## src/design/hbss_pkg.sv

```systemverilog
// package: register map, field positions, reset values and timing for the brake sequencer
package hbss_pkg;
   // register byte offsets
   localparam logic [7:0] CTRL_OFF       = 8'h00;
   localparam logic [7:0] STATUS_OFF     = 8'h04;
   localparam logic [7:0] IRQ_STAT_OFF   = 8'h08;
   localparam logic [7:0] IRQ_MASK_OFF   = 8'h0c;
   localparam logic [7:0] LOCK_DLY_OFF   = 8'h10;
   localparam logic [7:0] WAIT_TIME_OFF  = 8'h14;
   localparam logic [7:0] BRK_SPEED_OFF  = 8'h18;
   localparam logic [7:0] TRQ_LIMIT_OFF  = 8'h1c;
   localparam logic [7:0] SPEED_OFF      = 8'h20;

   // ctrl fields
   localparam int CTRL_SW_EN_BIT   = 0;
   localparam int CTRL_T2_ZS_BIT   = 1;
   localparam int CTRL_T2_MODE_LSB = 1;

   // irq bits
   localparam int IRQ_ALARM_BIT   = 0;
   localparam int IRQ_BRAKE_BIT   = 1;
   localparam int IRQ_POWER_BIT   = 2;
   localparam int IRQ_WIDTH       = 3;

   // reset values
   localparam logic [31:0] CTRL_RST      = 32'h0000_0000;
   localparam logic [15:0] LOCK_DLY_RST  = 16'h0000;
   localparam logic [15:0] WAIT_TIME_RST = 16'h0032;
   localparam logic [15:0] BRK_SPEED_RST = 16'h001e;
   localparam logic [15:0] TRQ_LIMIT_RST = 16'h0320;

   // timing: delays are counted in units of 1 ms
   localparam int CLK_HZ        = 25_000_000;
   localparam int TICK_US       = 1000;
   localparam int TICK_CYCLES   = CLK_HZ / 1_000_000 * TICK_US;

   typedef enum logic [1:0] {
      HBSS_ALM_NONE,
      HBSS_ALM_TYPE1,
      HBSS_ALM_TYPE2
   } hbss_alarm_t;

   typedef enum logic [0:0] {
      HBSS_T2_AS_OFF,
      HBSS_T2_ZERO_SPEED
   } hbss_t2_mode_t;
endpackage : hbss_pkg

```

## src/design/hbss_sync.sv

```systemverilog
// three-flop synchroniser with agreement of the last two stages
`timescale 1ns/1ps
module hbss_sync #(
   parameter logic RST_VAL = 1'b0
) (
   input  wire logic pclk,
   input  wire logic presetn,
   input  wire logic async_in,
   output logic      sync_out
);
   logic s1_q;
   logic s2_q;
   logic s3_q;

   always_ff @(posedge pclk or negedge presetn) begin
      if (!presetn) begin
         s1_q     <= RST_VAL;
         s2_q     <= RST_VAL;
         s3_q     <= RST_VAL;
         sync_out <= RST_VAL;
      end else begin
         s1_q <= async_in;
         s2_q <= s1_q;
         s3_q <= s2_q;
         // change only once second and third stage agree
         if (s2_q == s3_q) begin
            sync_out <= s3_q;
         end
      end
   end
endmodule : hbss_sync

```

## src/design/hbss_timer.sv

```systemverilog
// millisecond down-counter: load, run, expire pulse
`timescale 1ns/1ps
module hbss_timer #(
   parameter int TICK_CYCLES = 25000,
   parameter int CNT_W       = 16
) (
   input  wire logic             pclk,
   input  wire logic             presetn,
   input  wire logic             start,
   input  wire logic             stop,
   input  wire logic [CNT_W-1:0] load_ms,
   output logic                  running,
   output logic                  expired
);
   localparam int PW = $clog2(TICK_CYCLES + 1);
   localparam logic [PW-1:0] PRE_LAST = PW'(TICK_CYCLES - 1);

   logic [PW-1:0]    pre_q;
   logic [CNT_W-1:0] ms_q;

   always_ff @(posedge pclk or negedge presetn) begin
      if (!presetn) begin
         pre_q   <= '0;
         ms_q    <= '0;
         running <= 1'b0;
         expired <= 1'b0;
      end else begin
         expired <= 1'b0;
         if (stop) begin
            running <= 1'b0;
         end else if (start) begin
            pre_q <= '0;
            ms_q  <= load_ms;
            // zero delay expires on the next edge
            if (load_ms == '0) begin
               expired <= 1'b1;
               running <= 1'b0;
            end else begin
               running <= 1'b1;
            end
         end else if (running) begin
            if (pre_q == PRE_LAST) begin
               pre_q <= '0;
               if (ms_q == CNT_W'(1)) begin
                  running <= 1'b0;
                  expired <= 1'b1;
               end
               ms_q <= ms_q - CNT_W'(1);
            end else begin
               pre_q <= pre_q + PW'(1);
            end
         end
      end
   end
endmodule : hbss_timer

```

## src/design/hbss_top.sv

```systemverilog
// holding brake and motor power stop sequencer with apb registers
//
// Chosen here: the APB slave port and the register offsets.
`timescale 1ns/1ps
// Function
// - type 2 alarms may choose a zero speed stop, using the stop torque limit while stopping.
// - an alarm while rotating stops the motor and drops the brake output so the brake engages.
// - after power is removed while rotating, brake drops once speed is below brake command speed.
// - after power is removed while rotating, brake drops once the off-to-brake wait time elapses.
// - at standstill the brake drops one cycle after the synchronised drive enable goes inactive.
// - at standstill motor power stays on for the lock delay after enable drops, then goes off.
// - an alarm while stopped and locked removes motor power at once, skipping the lock delay.
module hbss_top
   import hbss_pkg::*;
#(
   parameter int SPD_W       = 16,
   parameter int TICK_CYCLES = hbss_pkg::TICK_CYCLES
) (
   input  wire logic                 pclk,
   input  wire logic                 presetn,
   input  wire logic                 psel,
   input  wire logic                 penable,
   input  wire logic                 pwrite,
   input  wire logic [7:0]           paddr,
   input  wire logic [31:0]          pwdata,
   output logic [31:0]               prdata,
   output logic                      pready,
   output logic                      pslverr,
   input  wire logic                 drive_enable_in,
   input  wire hbss_pkg::hbss_alarm_t alarm_class,
   input  wire logic [SPD_W-1:0]     motor_speed,
   output logic                      brake_release_out,
   output logic                      motor_power_en,
   output logic                      zero_speed_stop,
   output logic [15:0]               torque_limit_out,
   output logic                      irq
);
   import hbss_pkg::*;

   typedef enum logic [2:0] {
      ST_OFF,
      ST_RUN,
      ST_ZS_STOP,
      ST_ROT_WAIT,
      ST_LOCK_HOLD
   } hbss_state_t;

   hbss_state_t state_q;

   logic [31:0]          ctrl_q;
   logic [15:0]          lock_deenergize_delay_q;
   logic [15:0]          off_to_brake_wait_time_q;
   logic [SPD_W-1:0]     brake_command_speed_q;
   logic [15:0]          stop_torque_limit_q;
   logic [IRQ_WIDTH-1:0] irq_stat_q;
   logic [IRQ_WIDTH-1:0] irq_mask_q;
   logic [31:0]          prdata_d;
   logic                 en_pin_s;
   logic                 enable;
   logic                 alarm;
   logic                 alarm_q;
   logic                 brake_q;
   logic                 power_q;
   logic                 rotating;
   logic                 tmr_start;
   logic                 tmr_stop;
   logic [15:0]          tmr_load;
   logic                 tmr_running;
   logic                 tmr_expired;
   logic                 wr_en;
   logic                 rd_en;

   // external enable pin crosses from outside the clock domain
   hbss_sync #(
      .RST_VAL (1'b0)
   ) u_en_sync (
      .pclk     (pclk),
      .presetn  (presetn),
      .async_in (drive_enable_in),
      .sync_out (en_pin_s)
   );

   assign enable   = en_pin_s & ctrl_q[CTRL_SW_EN_BIT];
   assign alarm    = (alarm_class != HBSS_ALM_NONE);
   assign rotating = (motor_speed >= brake_command_speed_q);

   // apb: zero wait states, never errors
   assign pready  = 1'b1;
   assign pslverr = 1'b0;
   assign wr_en   = psel & penable & pwrite;
   assign rd_en   = psel & penable & ~pwrite;

   always_comb begin
      prdata_d = 32'h0000_0000;
      case (paddr)
         CTRL_OFF:      prdata_d = ctrl_q;
         STATUS_OFF:    prdata_d = {24'h00_0000, 1'b0, state_q, alarm, enable,
                                    power_q, brake_q};
         IRQ_STAT_OFF:  prdata_d = {{(32-IRQ_WIDTH){1'b0}}, irq_stat_q};
         IRQ_MASK_OFF:  prdata_d = {{(32-IRQ_WIDTH){1'b0}}, irq_mask_q};
         LOCK_DLY_OFF:  prdata_d = {16'h0000, lock_deenergize_delay_q};
         WAIT_TIME_OFF: prdata_d = {16'h0000, off_to_brake_wait_time_q};
         BRK_SPEED_OFF: prdata_d = 32'(brake_command_speed_q);
         TRQ_LIMIT_OFF: prdata_d = {16'h0000, stop_torque_limit_q};
         SPEED_OFF:     prdata_d = 32'(motor_speed);
         default:       prdata_d = 32'h0000_0000;
      endcase
   end

   always_ff @(posedge pclk or negedge presetn) begin
      if (!presetn) begin
         prdata <= 32'h0000_0000;
      end else if (psel & ~penable & ~pwrite) begin
         prdata <= prdata_d;
      end
   end

   always_ff @(posedge pclk or negedge presetn) begin
      if (!presetn) begin
         ctrl_q                   <= CTRL_RST;
         lock_deenergize_delay_q  <= LOCK_DLY_RST;
         off_to_brake_wait_time_q <= WAIT_TIME_RST;
         brake_command_speed_q    <= SPD_W'(BRK_SPEED_RST);
         stop_torque_limit_q      <= TRQ_LIMIT_RST;
         irq_mask_q               <= '0;
      end else if (wr_en) begin
         case (paddr)
            CTRL_OFF:      ctrl_q                   <= {30'h0, pwdata[1:0]};
            IRQ_MASK_OFF:  irq_mask_q               <= pwdata[IRQ_WIDTH-1:0];
            LOCK_DLY_OFF:  lock_deenergize_delay_q  <= pwdata[15:0];
            WAIT_TIME_OFF: off_to_brake_wait_time_q <= pwdata[15:0];
            BRK_SPEED_OFF: brake_command_speed_q    <= pwdata[SPD_W-1:0];
            TRQ_LIMIT_OFF: stop_torque_limit_q      <= pwdata[15:0];
            default:       ;
         endcase
      end
   end

   // delay timer shared by lock delay and off-to-brake wait
   hbss_timer #(
      .TICK_CYCLES (TICK_CYCLES),
      .CNT_W       (16)
   ) u_timer (
      .pclk    (pclk),
      .presetn (presetn),
      .start   (tmr_start),
      .stop    (tmr_stop),
      .load_ms (tmr_load),
      .running (tmr_running),
      .expired (tmr_expired)
   );

   always_comb begin
      tmr_start = 1'b0;
      tmr_stop  = 1'b0;
      tmr_load  = off_to_brake_wait_time_q;
      case (state_q)
         ST_RUN: begin
            if (alarm || !enable) begin
               if (rotating) begin
                  tmr_start = !(alarm && alarm_class == HBSS_ALM_TYPE2 &&
                                ctrl_q[CTRL_T2_ZS_BIT]);
                  tmr_load  = off_to_brake_wait_time_q;
               end else if (!alarm) begin
                  tmr_start = 1'b1;
                  tmr_load  = lock_deenergize_delay_q;
               end
            end
         end
         ST_ZS_STOP: begin
            // zero speed reached: hand over to the rotating wait
            tmr_start = !rotating;
            tmr_load  = off_to_brake_wait_time_q;
         end
         ST_LOCK_HOLD: tmr_stop = alarm;
         default: ;
      endcase
   end

   always_ff @(posedge pclk or negedge presetn) begin
      if (!presetn) begin
         state_q <= ST_OFF;
         brake_q <= 1'b0;
         power_q <= 1'b0;
      end else begin
         case (state_q)
            ST_OFF: begin
               if (enable && !alarm) begin
                  state_q <= ST_RUN;
                  power_q <= 1'b1;
                  brake_q <= 1'b1;
               end
            end
            ST_RUN: begin
               if (alarm || !enable) begin
                  if (rotating) begin
                     if (alarm && alarm_class == HBSS_ALM_TYPE2 &&
                         ctrl_q[CTRL_T2_ZS_BIT]) begin
                        state_q <= ST_ZS_STOP;
                     end else begin
                        // power off, brake held until speed or timer
                        state_q <= ST_ROT_WAIT;
                        power_q <= 1'b0;
                     end
                  end else begin
                     brake_q <= 1'b0;
                     if (alarm) begin
                        state_q <= ST_OFF;
                        power_q <= 1'b0;
                     end else begin
                        state_q <= ST_LOCK_HOLD;
                     end
                  end
               end
            end
            ST_ZS_STOP: begin
               // decelerate under power to zero speed, then release power
               if (!rotating) begin
                  state_q <= ST_ROT_WAIT;
                  power_q <= 1'b0;
               end
            end
            ST_ROT_WAIT: begin
               // first of speed threshold or wait expiry
               if (!rotating || tmr_expired) begin
                  brake_q <= 1'b0;
                  state_q <= ST_OFF;
               end
            end
            ST_LOCK_HOLD: begin
               if (alarm) begin
                  power_q <= 1'b0;
                  state_q <= ST_OFF;
               end else if (tmr_expired) begin
                  power_q <= 1'b0;
                  state_q <= ST_OFF;
               end
            end
            default: begin
               state_q <= ST_OFF;
               brake_q <= 1'b0;
               power_q <= 1'b0;
            end
         endcase
      end
   end

   always_ff @(posedge pclk or negedge presetn) begin
      if (!presetn) begin
         zero_speed_stop  <= 1'b0;
         torque_limit_out <= 16'h0000;
      end else begin
         zero_speed_stop  <= (state_q == ST_ZS_STOP);
         // stop torque limit applies only in zero speed stop
         torque_limit_out <= (state_q == ST_ZS_STOP) ? stop_torque_limit_q : 16'h0000;
      end
   end

   assign brake_release_out = brake_q;
   assign motor_power_en    = power_q;

   // interrupts: set wins over write-one clear
   logic                 brake_prev_q;
   logic                 power_prev_q;
   logic [IRQ_WIDTH-1:0] irq_set;
   assign irq_set[IRQ_ALARM_BIT] = alarm & ~alarm_q;
   assign irq_set[IRQ_BRAKE_BIT] = brake_prev_q & ~brake_q;
   assign irq_set[IRQ_POWER_BIT] = power_prev_q & ~power_q;

   always_ff @(posedge pclk or negedge presetn) begin
      if (!presetn) begin
         alarm_q      <= 1'b0;
         brake_prev_q <= 1'b0;
         power_prev_q <= 1'b0;
         irq_stat_q   <= '0;
         irq          <= 1'b0;
      end else begin
         alarm_q      <= alarm;
         brake_prev_q <= brake_q;
         power_prev_q <= power_q;
         irq_stat_q   <= (irq_stat_q & ~((wr_en && paddr == IRQ_STAT_OFF) ?
                         pwdata[IRQ_WIDTH-1:0] : '0)) | irq_set;
         irq          <= |(irq_stat_q & irq_mask_q);
      end
   end

   logic unused_rd;
   assign unused_rd = rd_en | tmr_running;
endmodule : hbss_top

```

## config.mk

```make
export PLATFORM = sky130hd
export DESIGN_NAME = hbss_top
export DESIGN_NICKNAME = d
export VERILOG_FILES = /design/src/design/hbss_pkg.sv /design/src/design/hbss_sync.sv /design/src/design/hbss_timer.sv /design/src/design/hbss_top.sv
export SDC_FILE = /design/constraint.sdc
export NUM_CORES = 1
export LEC_CHECK = 0
export ABC_AREA = 1
export CAP_MARGIN = 10
export CORE_MARGIN = 3
export CORE_UTILIZATION = 50
export DETAILED_ROUTE_END_ITERATION = 7
export DONT_BUFFER_PORTS = 1
export PLACE_DENSITY = 0.64
export SLEW_MARGIN = 10
export SYNTH_ARGS = -nofsm -noshare
export SYNTH_HDL_FRONTEND = slang
export SYNTH_HIERARCHICAL = 1
export SYNTH_SLANG_ARGS = --single-unit
```

## constraint.sdc

```tcl
create_clock -name pclk -period 7.9 [get_ports pclk]
set_input_delay 2.37 -clock pclk [delete_from_list [all_inputs] [get_ports pclk]]
set_output_delay 2.37 -clock pclk [all_outputs]
set_load 0.01 [all_outputs]
```

# Yosys cells after proc, flatten, opt, wreduce, memory -nomap -nowiden
# Cells that the tools add are included.
[totals]
register_bits = 167
output_inout_bits = 54
inputBits = 64
elab_cells = 153
[op_classes]
eq_ne = 24
addsub = 2
n_lt_le_gt_ge = 1
reduce_logical = 29
mux = 52
n_bitwise = 20
[op_table]
columns = ["cell", "count"]
rows = [
  ["$pmux W16 S9", 1],
  ["$mux W16", 8],
  ["$mux W15", 3],
  ["$eq A8 B5 Y1 const B", 4],
  ["$mux W1", 27],
  ["$mux W3", 9],
  ["$eq A16 B1 Y1 const B", 1],
  ["$eq A8 B4 Y1 const B", 2],
  ["$ge A16 B16 Y1", 1],
  ["$logic_not A16 Y1", 1],
  ["$sub A16 B1 Y16 const B", 1],
  ["$add A15 B1 Y15 const B", 1],
  ["$eq A15 B15 Y1 const B", 1],
  ["$pmux W3 S5", 1],
  ["$reduce_and A2 Y1", 7],
  ["$ne A2 B2 Y1 const B", 5],
  ["$reduce_and A5 Y1", 2],
  ["$and A1 B1 Y1", 8],
  ["$eq A8 B3 Y1 const B", 1],
  ["$eq A8 B6 Y1 const B", 1],
  ["$logic_not A8 Y1", 1],
  ["$not A1 Y1", 8],
  ["$reduce_and A7 Y1", 1],
  ["$and A3 B3 Y3", 2],
  ["other kinds (20)", 31],
]

# Logic depth before layout (Yosys ltp)
# Gate-level depths: netlist of the first run.
[depth]
ltp_word = 9
mapped_depth = 23
depth_no_buf = 22

# Modules after synthesis
# The synthesis of the first run kept the hierarchy.
[modules_own_cells]
columns = ["mod", "instances", "seq_area_each_um2", "cells_per_inst", "area_each_um2"]
rows = [
  ["hbss_top", 1, 2865.2, 710, 5721.7],
  ["hbss_timer", 1, 825.8, 340, 2190.9],
  ["hbss_sync", 1, 100.1, 8, 116.4],
]

# Worst setup path before layout of the first run
# No wires, ideal clock.
[synth_timing]
path_kind = "input -> register"
from = "in motor_speed[11]"
to = "reg u_timer.pre_q[13]"
t_required_ps = 7781
n_path_buf = 2
setup_time_ps = 119
path_stages = 15
slack_ps = 3355
arrival_time_ps = 4426
path_cell_list = "ha_1 -> a21oi_1 -> o21ai_1 -> a21oi_1 -> nand2_2 -> inv_2 -> nand4_4 -> buf_2 -> o211ai_1 -> o21bai_1 -> buf_2 -> nor3_1 -> nand3_1 -> nand2_1 -> nor2_1"
[synth_via]
elab_chain_len = 6
word_cells_on_any_way = 8
classes_between = "1 x order compare; 4 x mux; 3 x reduce/logical"
[synth_rtl]
columns = ["item", "line", "source"]
rows = [
  ["from (decl)", "hbss_top.sv:31", "input wire logic [SPD_W-1:0] motor_speed,"],
  ["$ge A16 B16 Y1 (*)", "hbss_top.sv:85", "assign rotating = (motor_speed >= brake_command_speed_q);"],
  ["$mux W1", "hbss_top.sv:160", "if (rotating) begin"],
  ["$mux W1", "hbss_top.sv:159", "if (alarm || !enable) begin"],
  ["$pmux W1 S2 (*)", "hbss_top.sv:157", "case (state_q)"],
  ["net tmr_start", "hbss_top.sv:65", "logic tmr_start;"],
  ["$reduce_bool A2 Y1 (no line)", "-", ""],
  ["$reduce_and A2 Y1 (no line)", "-", ""],
  ["to (signal assigned)", "hbss_timer.sv:50", "pre_q <= pre_q + PW'(1);"],
  ["to (decl)", "hbss_timer.sv:18", "logic [PW-1:0] pre_q;"],
]
# The timed path passes the listed nets; every way through them passes the cells marked *.
# A chain may end at the register's enable or synchronous reset.

# Worst setup path after layout of the first run
[layout_timing]
from = "in motor_speed[0]"
to = "reg u_timer.ms_q[1]"
[layout_via]
elab_chain_len = 6
word_cells_on_any_way = 12
classes_between = "1 x order compare; 7 x mux; 4 x reduce/logical"
[layout_rtl]
columns = ["item", "line", "source"]
rows = [
  ["$ge A16 B16 Y1 (*)", "hbss_top.sv:85", ""],
  ["$mux W1", "hbss_top.sv:160", ""],
  ["$mux W1", "hbss_top.sv:159", ""],
  ["$pmux W1 S2 (*)", "hbss_top.sv:157", ""],
  ["net tmr_start", "hbss_top.sv:65", ""],
  ["$reduce_bool A2 Y1 (no line)", "-", ""],
  ["$reduce_and A3 Y1 (no line)", "-", ""],
  ["to (signal assigned)", "hbss_timer.sv:33", "ms_q <= load_ms;"],
  ["to (signal assigned)", "hbss_timer.sv:48", "ms_q <= ms_q - CNT_W'(1);"],
  ["to (decl)", "hbss_timer.sv:19", "logic [CNT_W-1:0] ms_q;"],
]
# Marked as above.

==> results of run 1 <==
-- sequential cells by signal (all words and copies together), names as in the netlist, 2 cells and up --
name / count
brake_command_speed_q: 16
ctrl_q: 2
irq_mask_q: 3
irq_stat_q: 3
lock_deenergize_delay_q: 16
off_to_brake_wait_time_q: 16
prdata: 16
state_q: 3
stop_torque_limit_q: 16
torque_limit_out: 16
u_timer/ms_q: 16
u_timer/pre_q: 15
-- per-stage QoR --
step | instance area, µm² | hold WS, ns | std cells
2_1_floorplan | 8090 | 0.331 | 1074
3_3_place_gp | 8080 | 0.334 | 1238
3_5_place_dp | 8080 | 0.338 | 1238
4_1_cts | 8690 | 0.352 | 1270
5_1_grt | 8690 | 0.354 | 1270
6_report | 8690 | 0.349 | 1270
-- worst max path at each step --
stage	from	to	slack (ns)	cells after the start
after floorplan	motor_speed[11]	u_timer/pre_q[13]$_DFFE_PN0P_	3.36	15
after global routing	motor_speed[0]	u_timer/ms_q[1]$_DFFE_PN0P_	2.39	17
after global placement	motor_speed[11]	u_timer/ms_q[0]$_DFFE_PN0P_	2.40	12
after CTS	motor_speed[0]	u_timer/ms_q[1]$_DFFE_PN0P_	2.75	17
after detailed placement	motor_speed[11]	u_timer/ms_q[1]$_DFFE_PN0P_	2.40	12
final	motor_speed[0]	u_timer/ms_q[1]$_DFFE_PN0P_	2.74	17
-- cells in the final DEF, fill, tap and decap left out, drive strengths merged, types with 5 or more instances in the layout --
cell	netlist	routed
a21oi	23	23
o221ai	9	9
clkbuf	7	21
clkinv	1	5
inv	135	136
nor2	110	110
dfrtp	141	141
conb	2	18
nand3b	5	5
nand3	48	48
o21ai	143	143
nor3	19	19
o22ai	6	6
nand4	7	7
nand2	315	315
dfstp	10	10
ha	19	19
-- layout make-up --
| class | instances | area, µm² |
|---|---|---|
| tap | 211 | 264 |
| clock inverter | 11 | 149 |
| clock buffer | 21 | 460 |
| inverter | 136 | 510 |
| sequential | 151 | 3790 |
| multi-input combinational | 737 | 3490 |
| fill | 1468 | 6790 |
| timing repair buffer | 3 | 22.5 |
-- report_power, final --
| part | total [mW] | switching, mW | internal (mW) | leakage, nW |
|---|---|---|---|---|
| clock network | 0.834 | 0.320 | 0.514 | 0.290 |
| registers | 0.919 | 0.0720 | 0.847 | 2.01 |
| logic | 0.558 | 0.381 | 0.177 | 1.80 |
| total | 2.31 | 0.773 | 1.54 | 4.10 |
-- cells by family after synthesis --
kind of cell | after synthesis | share of synthesized area (%)
flip-flops | 151 | 47.2
AO/OA/AOI/OAI | 188 | 12.6
buffers and inverters | 186 | 10.0
XOR/XNOR | 4 | 0.436
AND/OR/NAND/NOR | 508 | 26.6
other | 2 | 0.0935
adder cells (fa/ha/maj) | 19 | 2.96
-- metal layers --
layer	GRT usage [%]	vias up	routed length, µm	share of wire (%)
li1	-	3325	-	-
met1	31.6	3130	8970	46
met2	36.1	151	9120	47
met3	4.79	25	866	4.5
met4	7.39	0	355	1.8
met5	0	-	0	0
-- critical path, cell delays in order --
cell      delay, ns
inv_1          0.04
ha_1           0.28
nand2_1        0.07
nor2_1         0.05
nor2_1         0.12
nand2_1        0.12
nand2_1        0.07
nand2_1        0.05
nand2_1        0.06
nand2_2        0.14
inv_2          0.11
nand4_4        0.38
o211ai_1       0.27
buf_4          0.22
inv_1          0.37
a21oi_4        0.56
o21ai_0        0.14
==> reports/results.txt, run 1 <==
status = finished, final reports clean
GR Overflow Total = 0
setup ws final = 2.74 ns
Core Rows = 45
CTS Sinks = 151
sequential fraction of the synthesis area = 47.2%
Max FO, Critical Path = 34
HP Start = u_en_sync/s1_q$_DFF_PN0_
Final setup viols = 0
DRT antenna net count = 0
Leakage = 4.10 nW
Vias = 6631
vias in the first global route = 6163
Final Util = 56.1%
Min-Delay Path Class = reg2reg
Total Neg Setup Slack = 0 ns
Max Cap Violations = 0
Power Density = 266 mW/mm²
clock root buffer = clkbuf_16
Slew headroom = 27.8%
pin count of the biggest net entering global routing = 152
reg2reg end = u_timer/ms_q[1]$_DFFE_PN0P_
fmax = 0.194 GHz
Die Y = 133 µm
DR pass1 iterations = 4
Detailed Place HPWL = 13800 µm
worst setup path class = in2reg
Clock transition at path regs = 0.06 ns
# diodes = 0
gr usage total = 22.8%
final max-slew violation count = 0
Worst Path Arrival = 5.45 ns
Cells after Synth = 1058
Nets = 1129
most common library cells after synthesis = nand2_1 (310), dfrtp_1 (141), inv_1 (118)
WHS Path Cells = 0
post-synthesis cell type count = 44
Starting Density = 51.9%
H-tree Lvls = 4
post-CTS resize count = 0
ranking of synthesized cells by area = dfrtp_1 (44%), nand2_1 (14%), o21ai_1 (6.9%), inv_1 (5.5%), nor2_1 (4.8%)
Synth top area share = 43.9%
final worst-path cycle share = 65.4%
synthesized area = 0.00803 mm²
type of origin of the critical path = primary input
Remaining DRCs = 0
Place WS = 2.40 ns
global-route wire length before repair = 32300 µm
Post-synth EDFFs = 0
share of cells above drive strength 1 = 7.84%
# hold bufs at CTS = 0
die area = 0.0176 mm²
routed vias/inst = 5.22
total setup buffers inserted after CTS = 0
Endpoint, Worst Hold = u_en_sync/s2_q$_DFF_PN0_
Worst VDD drop = 0.161 mV
Final Hold Vio Count = 0
routability cong. = 0.885
Yosys warnings = 6
CORE AREA = 0.0155 mm²
R2R cell count = 17
initial antenna violation count = 0
r2r setup slk = 4.11 ns
post-layout min period = 5.16 ns
ys flop type = dfrtp_1
Pwr Total = 2.31 mW
RSZ-0062 raised after global routing = false
first-iteration detailed-routing DRC count = 511
total wire length = 19300 µm
Avg WL per Cell = 15.2 µm
synthesized area per cell = 7.59 µm²
FFs w/ async S/R, synth = 100%
clock latency on the worst-skew pair = 0.43 ns
#FFs+latches synth = 151
Die X = 133 µm
CTS tree = yes
I/O pin cnt = 118
Inserted Clock Buffers = 17
most common cell in the netlist = nand2_1
Worst Tran Pin Value = 1.08 ns
FF-to-FF Start = brake_command_speed_q[1]$_DFFE_PN1P_
clock skew = 0.00891 ns
clock buffer depth = 2
crit end category = register
Area Overhead vs Synth = 8.23%
PortBufs = 0
Synth area leader = dfrtp_1
Worst EP required = 8.18 ns
Note: power is estimated with default switching activity, not from simulation.
==> run 2: changes to the inputs <==
ABC_AREA = 0   (was 1)
clock period = 5 ns   (was 7.9 ns; I/O delays follow)
==> reports/results.txt, run 2 <==
status = finished, final reports clean (unchanged)
Leakage = 3.84 nW (was 4.10 nW)
RSZ-0062 raised after global routing = false (unchanged)
Max FO, Critical Path = 10 (was 34)
CTS tree = yes (unchanged)
initial antenna violation count = 0 (unchanged)
most frequent cells in the layout = dfrtp_1 (141), mux2_2 (77), nor2_1 (46) (was nand2_1 (310), dfrtp_1 (141), inv_1 (118))
type of origin of the critical path = primary input (unchanged)
Clock transition at path regs = 0.06 ns (about the same)
# hold bufs at CTS = 0 (unchanged)
Max Cap Violations = 0 (unchanged)
CORE AREA = 0.0155 mm² (unchanged)
DR pass1 iterations = 7 (was 4)
CTS Sinks = 151 (unchanged)
I/O pin cnt = 118 (unchanged)
GR Overflow Total = 0 (unchanged)
#FFs+latches synth = 151 (unchanged)
most common cell in the netlist = dfrtp_1 (was nand2_1)
synthesized area per cell = 10.8 µm² (was 7.59 µm²)
Synth Area in Adders = 3.21% (was 2.96%)
Worst VDD drop = 0.258 mV (was 0.161 mV)
Worst EP required = 5.36 ns (was 8.18 ns)
Post-Synth XOR/XNOR Area = 0.217% (was 0.436%)
post-synthesis cell type count = 76 (was 44)
cell repeated most along the worst path = buf_4 (was nand2_1)
Die X = 133 µm (about the same)
most used routing layer in global routing = met2 (unchanged)
Cells after Synth = 746 (was 1058)
commonest non-fill, non-tap cell in the layout = dfrtp_1 (was nand2_1)
Min-Delay Path Class = reg2reg (unchanged)
synthesized area = 0.00806 mm² (was 0.00803 mm²)
Core Rows = 45 (unchanged)
clock latency on the worst-skew pair = 0.43 ns (about the same)
first-iteration detailed-routing DRC count = 463 (was 511)
crit end category = register (unchanged)
PortBufs = 0 (unchanged)
sequential fraction of the synthesis area = 47.0% (was 47.2%)
Power Density = 402 mW/mm² (was 266 mW/mm²)
Largest delay share family, worst path = compound AO/OA/AOI/OAI gates (was simple AND/OR/NAND/NOR gates)
Synth area leader = dfrtp_1 (unchanged)
Detailed Place HPWL = 14100 µm (was 13800 µm)
final worst-path cycle share = 86.4%
ranking of synthesized cells by area = dfrtp_1 (44%), mux2_2 (11%), dfstp_2 (3.3%), ha_1 (2.9%), nor2_1 (2.1%) (was dfrtp_1 (44%), nand2_1 (14%), o21ai_1 (6.9%), inv_1 (5.5%), nor2_1 (4.8%))
Buf+Inv Stages, Crit Path = 3 (was 4)
die area = 0.0177 mm² (was 0.0176 mm²)
fmax = 0.232 GHz
Vias = 5965 (was 6631)
vias in the first global route = 5923 (was 6163)
clock root buffer = clkbuf_16 (unchanged)
FFs w/ async S/R, synth = 100% (unchanged)
clock buffer depth = 2 (unchanged)
Critical Path Max Stage Delay = 0.47 ns (was 0.56 ns)
# diodes = 0 (unchanged)
H-tree Lvls = 4 (unchanged)
Total Neg Setup Slack = 0 ns (unchanged)
Nets = 819 (was 1129)
Final setup viols = 0 (unchanged)
Worst Tran Pin Value = 0.972 ns (was 1.08 ns)
Slew headroom = 35.0% (was 27.8%)
grt met1 use = 29.6% (was 31.6%)
crit-path cells = inv_1 -> ha_1 -> nand2b_4 -> a2111oi_4 -> a2111oi_1 -> a211o_1 -> buf_4 -> o21a_1 -> o22ai_2 -> buf_4 -> o21ba_2 -> nand4_1 -> or4_1 -> a21oi_1 (was inv_1 -> ha_1 -> nand2_1 -> nor2_1 -> nor2_1 -> nand2_1 -> nand2_1 -> nand2_1 -> nand2_1 -> nand2_2 -> inv_2 -> nand4_4 -> o211ai_1 -> buf_4 -> inv_1 -> a21oi_4 -> o21ai_0)
grt met3 use = 6.62% (was 4.79%)
total wire length = 19900 µm (was 19300 µm)
Yosys warnings = 6 (unchanged)
Synth top area share = 43.8% (was 43.9%)
post-CTS resize count = 0 (unchanged)
CP max stage cell = or4_1 (was a21oi_4)
Area Overhead vs Synth = 8.55% (was 8.23%)
most common library cells after synthesis = dfrtp_1 (141), mux2_2 (77), nor2_1 (46) (was nand2_1 (310), dfrtp_1 (141), inv_1 (118))
total setup buffers inserted after CTS = 0 (unchanged)
Die Y = 133 µm (about the same)
routability cong. = 0.896 (was 0.885)
Avg WL per Cell = 20.8 µm (was 15.2 µm)
largest family of logic cells by synthesized area = simple AND/OR/NAND/NOR gates (unchanged)
routed vias/inst = 6.21 (was 5.22)
clock skew = 0.0135 ns (was 0.00891 ns)
post-synthesis mux area share = 12.9% (was 0%)
ys flop type = dfrtp_1 (unchanged)
gr usage total = 22.9% (was 22.8%)
post-layout min period = 4.32 ns
Worst Path Arrival = 4.68 ns (was 5.45 ns)
Post-DP Area = 0.00818 mm² (was 0.00808 mm²)
compound-cell area share of the yosys netlist = 14.7% (was 12.6%)
Post-Synth Simple-Gate Area = 16.0% (was 26.6%)
share of cells above drive strength 1 = 21.2% (was 7.84%)
final max-slew violation count = 0 (unchanged)
Starting Density = 52.1% (was 51.9%)
pin count of the biggest net entering global routing = 152 (unchanged)
DRT antenna net count = 0 (unchanged)
GR Layer Usage met2 = 37.5% (was 36.1%)
Inserted Clock Buffers = 17 (unchanged)
Final Hold Vio Count = 0 (unchanged)
worst setup path class = in2reg (unchanged)
Remaining DRCs = 0 (unchanged)
Post-synth EDFFs = 0 (unchanged)
Finished Cell Area = 0.00875 mm² (was 0.00869 mm²)
global-route wire length before repair = 32200 µm (was 32300 µm)
run 2: changes by cell type after synthesis, moves of 12 or more:
cell,change
nand2_1,-268
o21ai_1,-110
inv_1,-86
mux2_2,+77
nor2_1,-56
nand3_1,-27
and2_1,+23
clkbuf_1,+21
a31oi_1,+17
inv_2,-17
buf_2,-15
o21ai_0,-15
a222oi_1,+12
run 2: area by class of cell:
cell class / instances / area, µm²
Clock buffer: 18 / 439
Clock inverter: 14 / 129
Fill cell: 1292 / 6730
Inverter: 32 / 120
Multi-Input combinational cell: 519 / 3880
Sequential cell: 151 / 3790
Tap cell: 211 / 264
Timing Repair Buffer: 15 / 125
run 2: routing by layer:
metal | wire length (µm) | vias to the layer above
met4 | 344 | 0
li1 | - | 2740
met5 | 0 | -
met1 | 8520 | 2970
met3 | 1310 | 32
met2 | 9760 | 223
run 2: worst register-to-register path: cells and delay by family (launching register included):
kind                       cells  cell delay, ns
adders and majority gates      1            0.28
and+or+nand+nor                5            1.19
DFF                            1            0.39
AOI/OAI and AO/OA              5            1.30
buffers and inverters          3            0.45
run 2: cells by family after synthesis:
group,after synthesis
adders and majority gates,21
DFF,151
buffers and inverters,92
AOI/OAI and AO/OA,159
muxes,90
and+or+nand+nor,229
other,2
xor gates and xnor gates,2
run 2: per-stage QoR:
stage	utilization, %	std cells	setup slack [ns]	hold slack (ns)	total power [mW]
finish	56.5	960	0.680	0.356	3.52
global route	56.5	960	0.505	0.377	3.70
CTS	56.5	960	0.691	0.359	3.53
detailed placement	52.8	928	0.239	0.337	2.28
global placement	52.8	928	0.300	0.343	2.24
floorplan	-	762	0.626	0.331	2.08
run 2: power by group:
group	switching, mW	total (mW)	internal [mW]	leakage [nW]
sequential	0.189	1.54	1.35	1.97
combinational	0.446	0.741	0.295	1.59
clock	0.565	1.24	0.671	0.279
total	1.20	3.52	2.31	3.84
run 2: final timing paths:
| path | from | slack (ns) | endpoint | depth (start not counted) |
|---|---|---|---|---|
| min in group asynchronous | presetn | 0.76 | torque_limit_out[1]$_DFF_PN0_ | 0 |
| hold / removal | u_en_sync/s1_q$_DFF_PN0_ | 0.36 | u_en_sync/s2_q$_DFF_PN0_ | 0 |
| max in group asynchronous | presetn | 3.98 | stop_torque_limit_q[5]$_DFFE_PN1P_ | 0 |
| setup / recovery | motor_speed[0] | 0.68 | u_timer/pre_q[14]$_DFFE_PN0P_ | 14 |
| hold reg to reg | u_en_sync/s1_q$_DFF_PN0_ | 0.36 | u_en_sync/s2_q$_DFF_PN0_ | 0 |
| setup reg to reg | brake_command_speed_q[13]$_DFFE_PN0P_ | 1.33 | u_timer/pre_q[14]$_DFFE_PN0P_ | 14 |
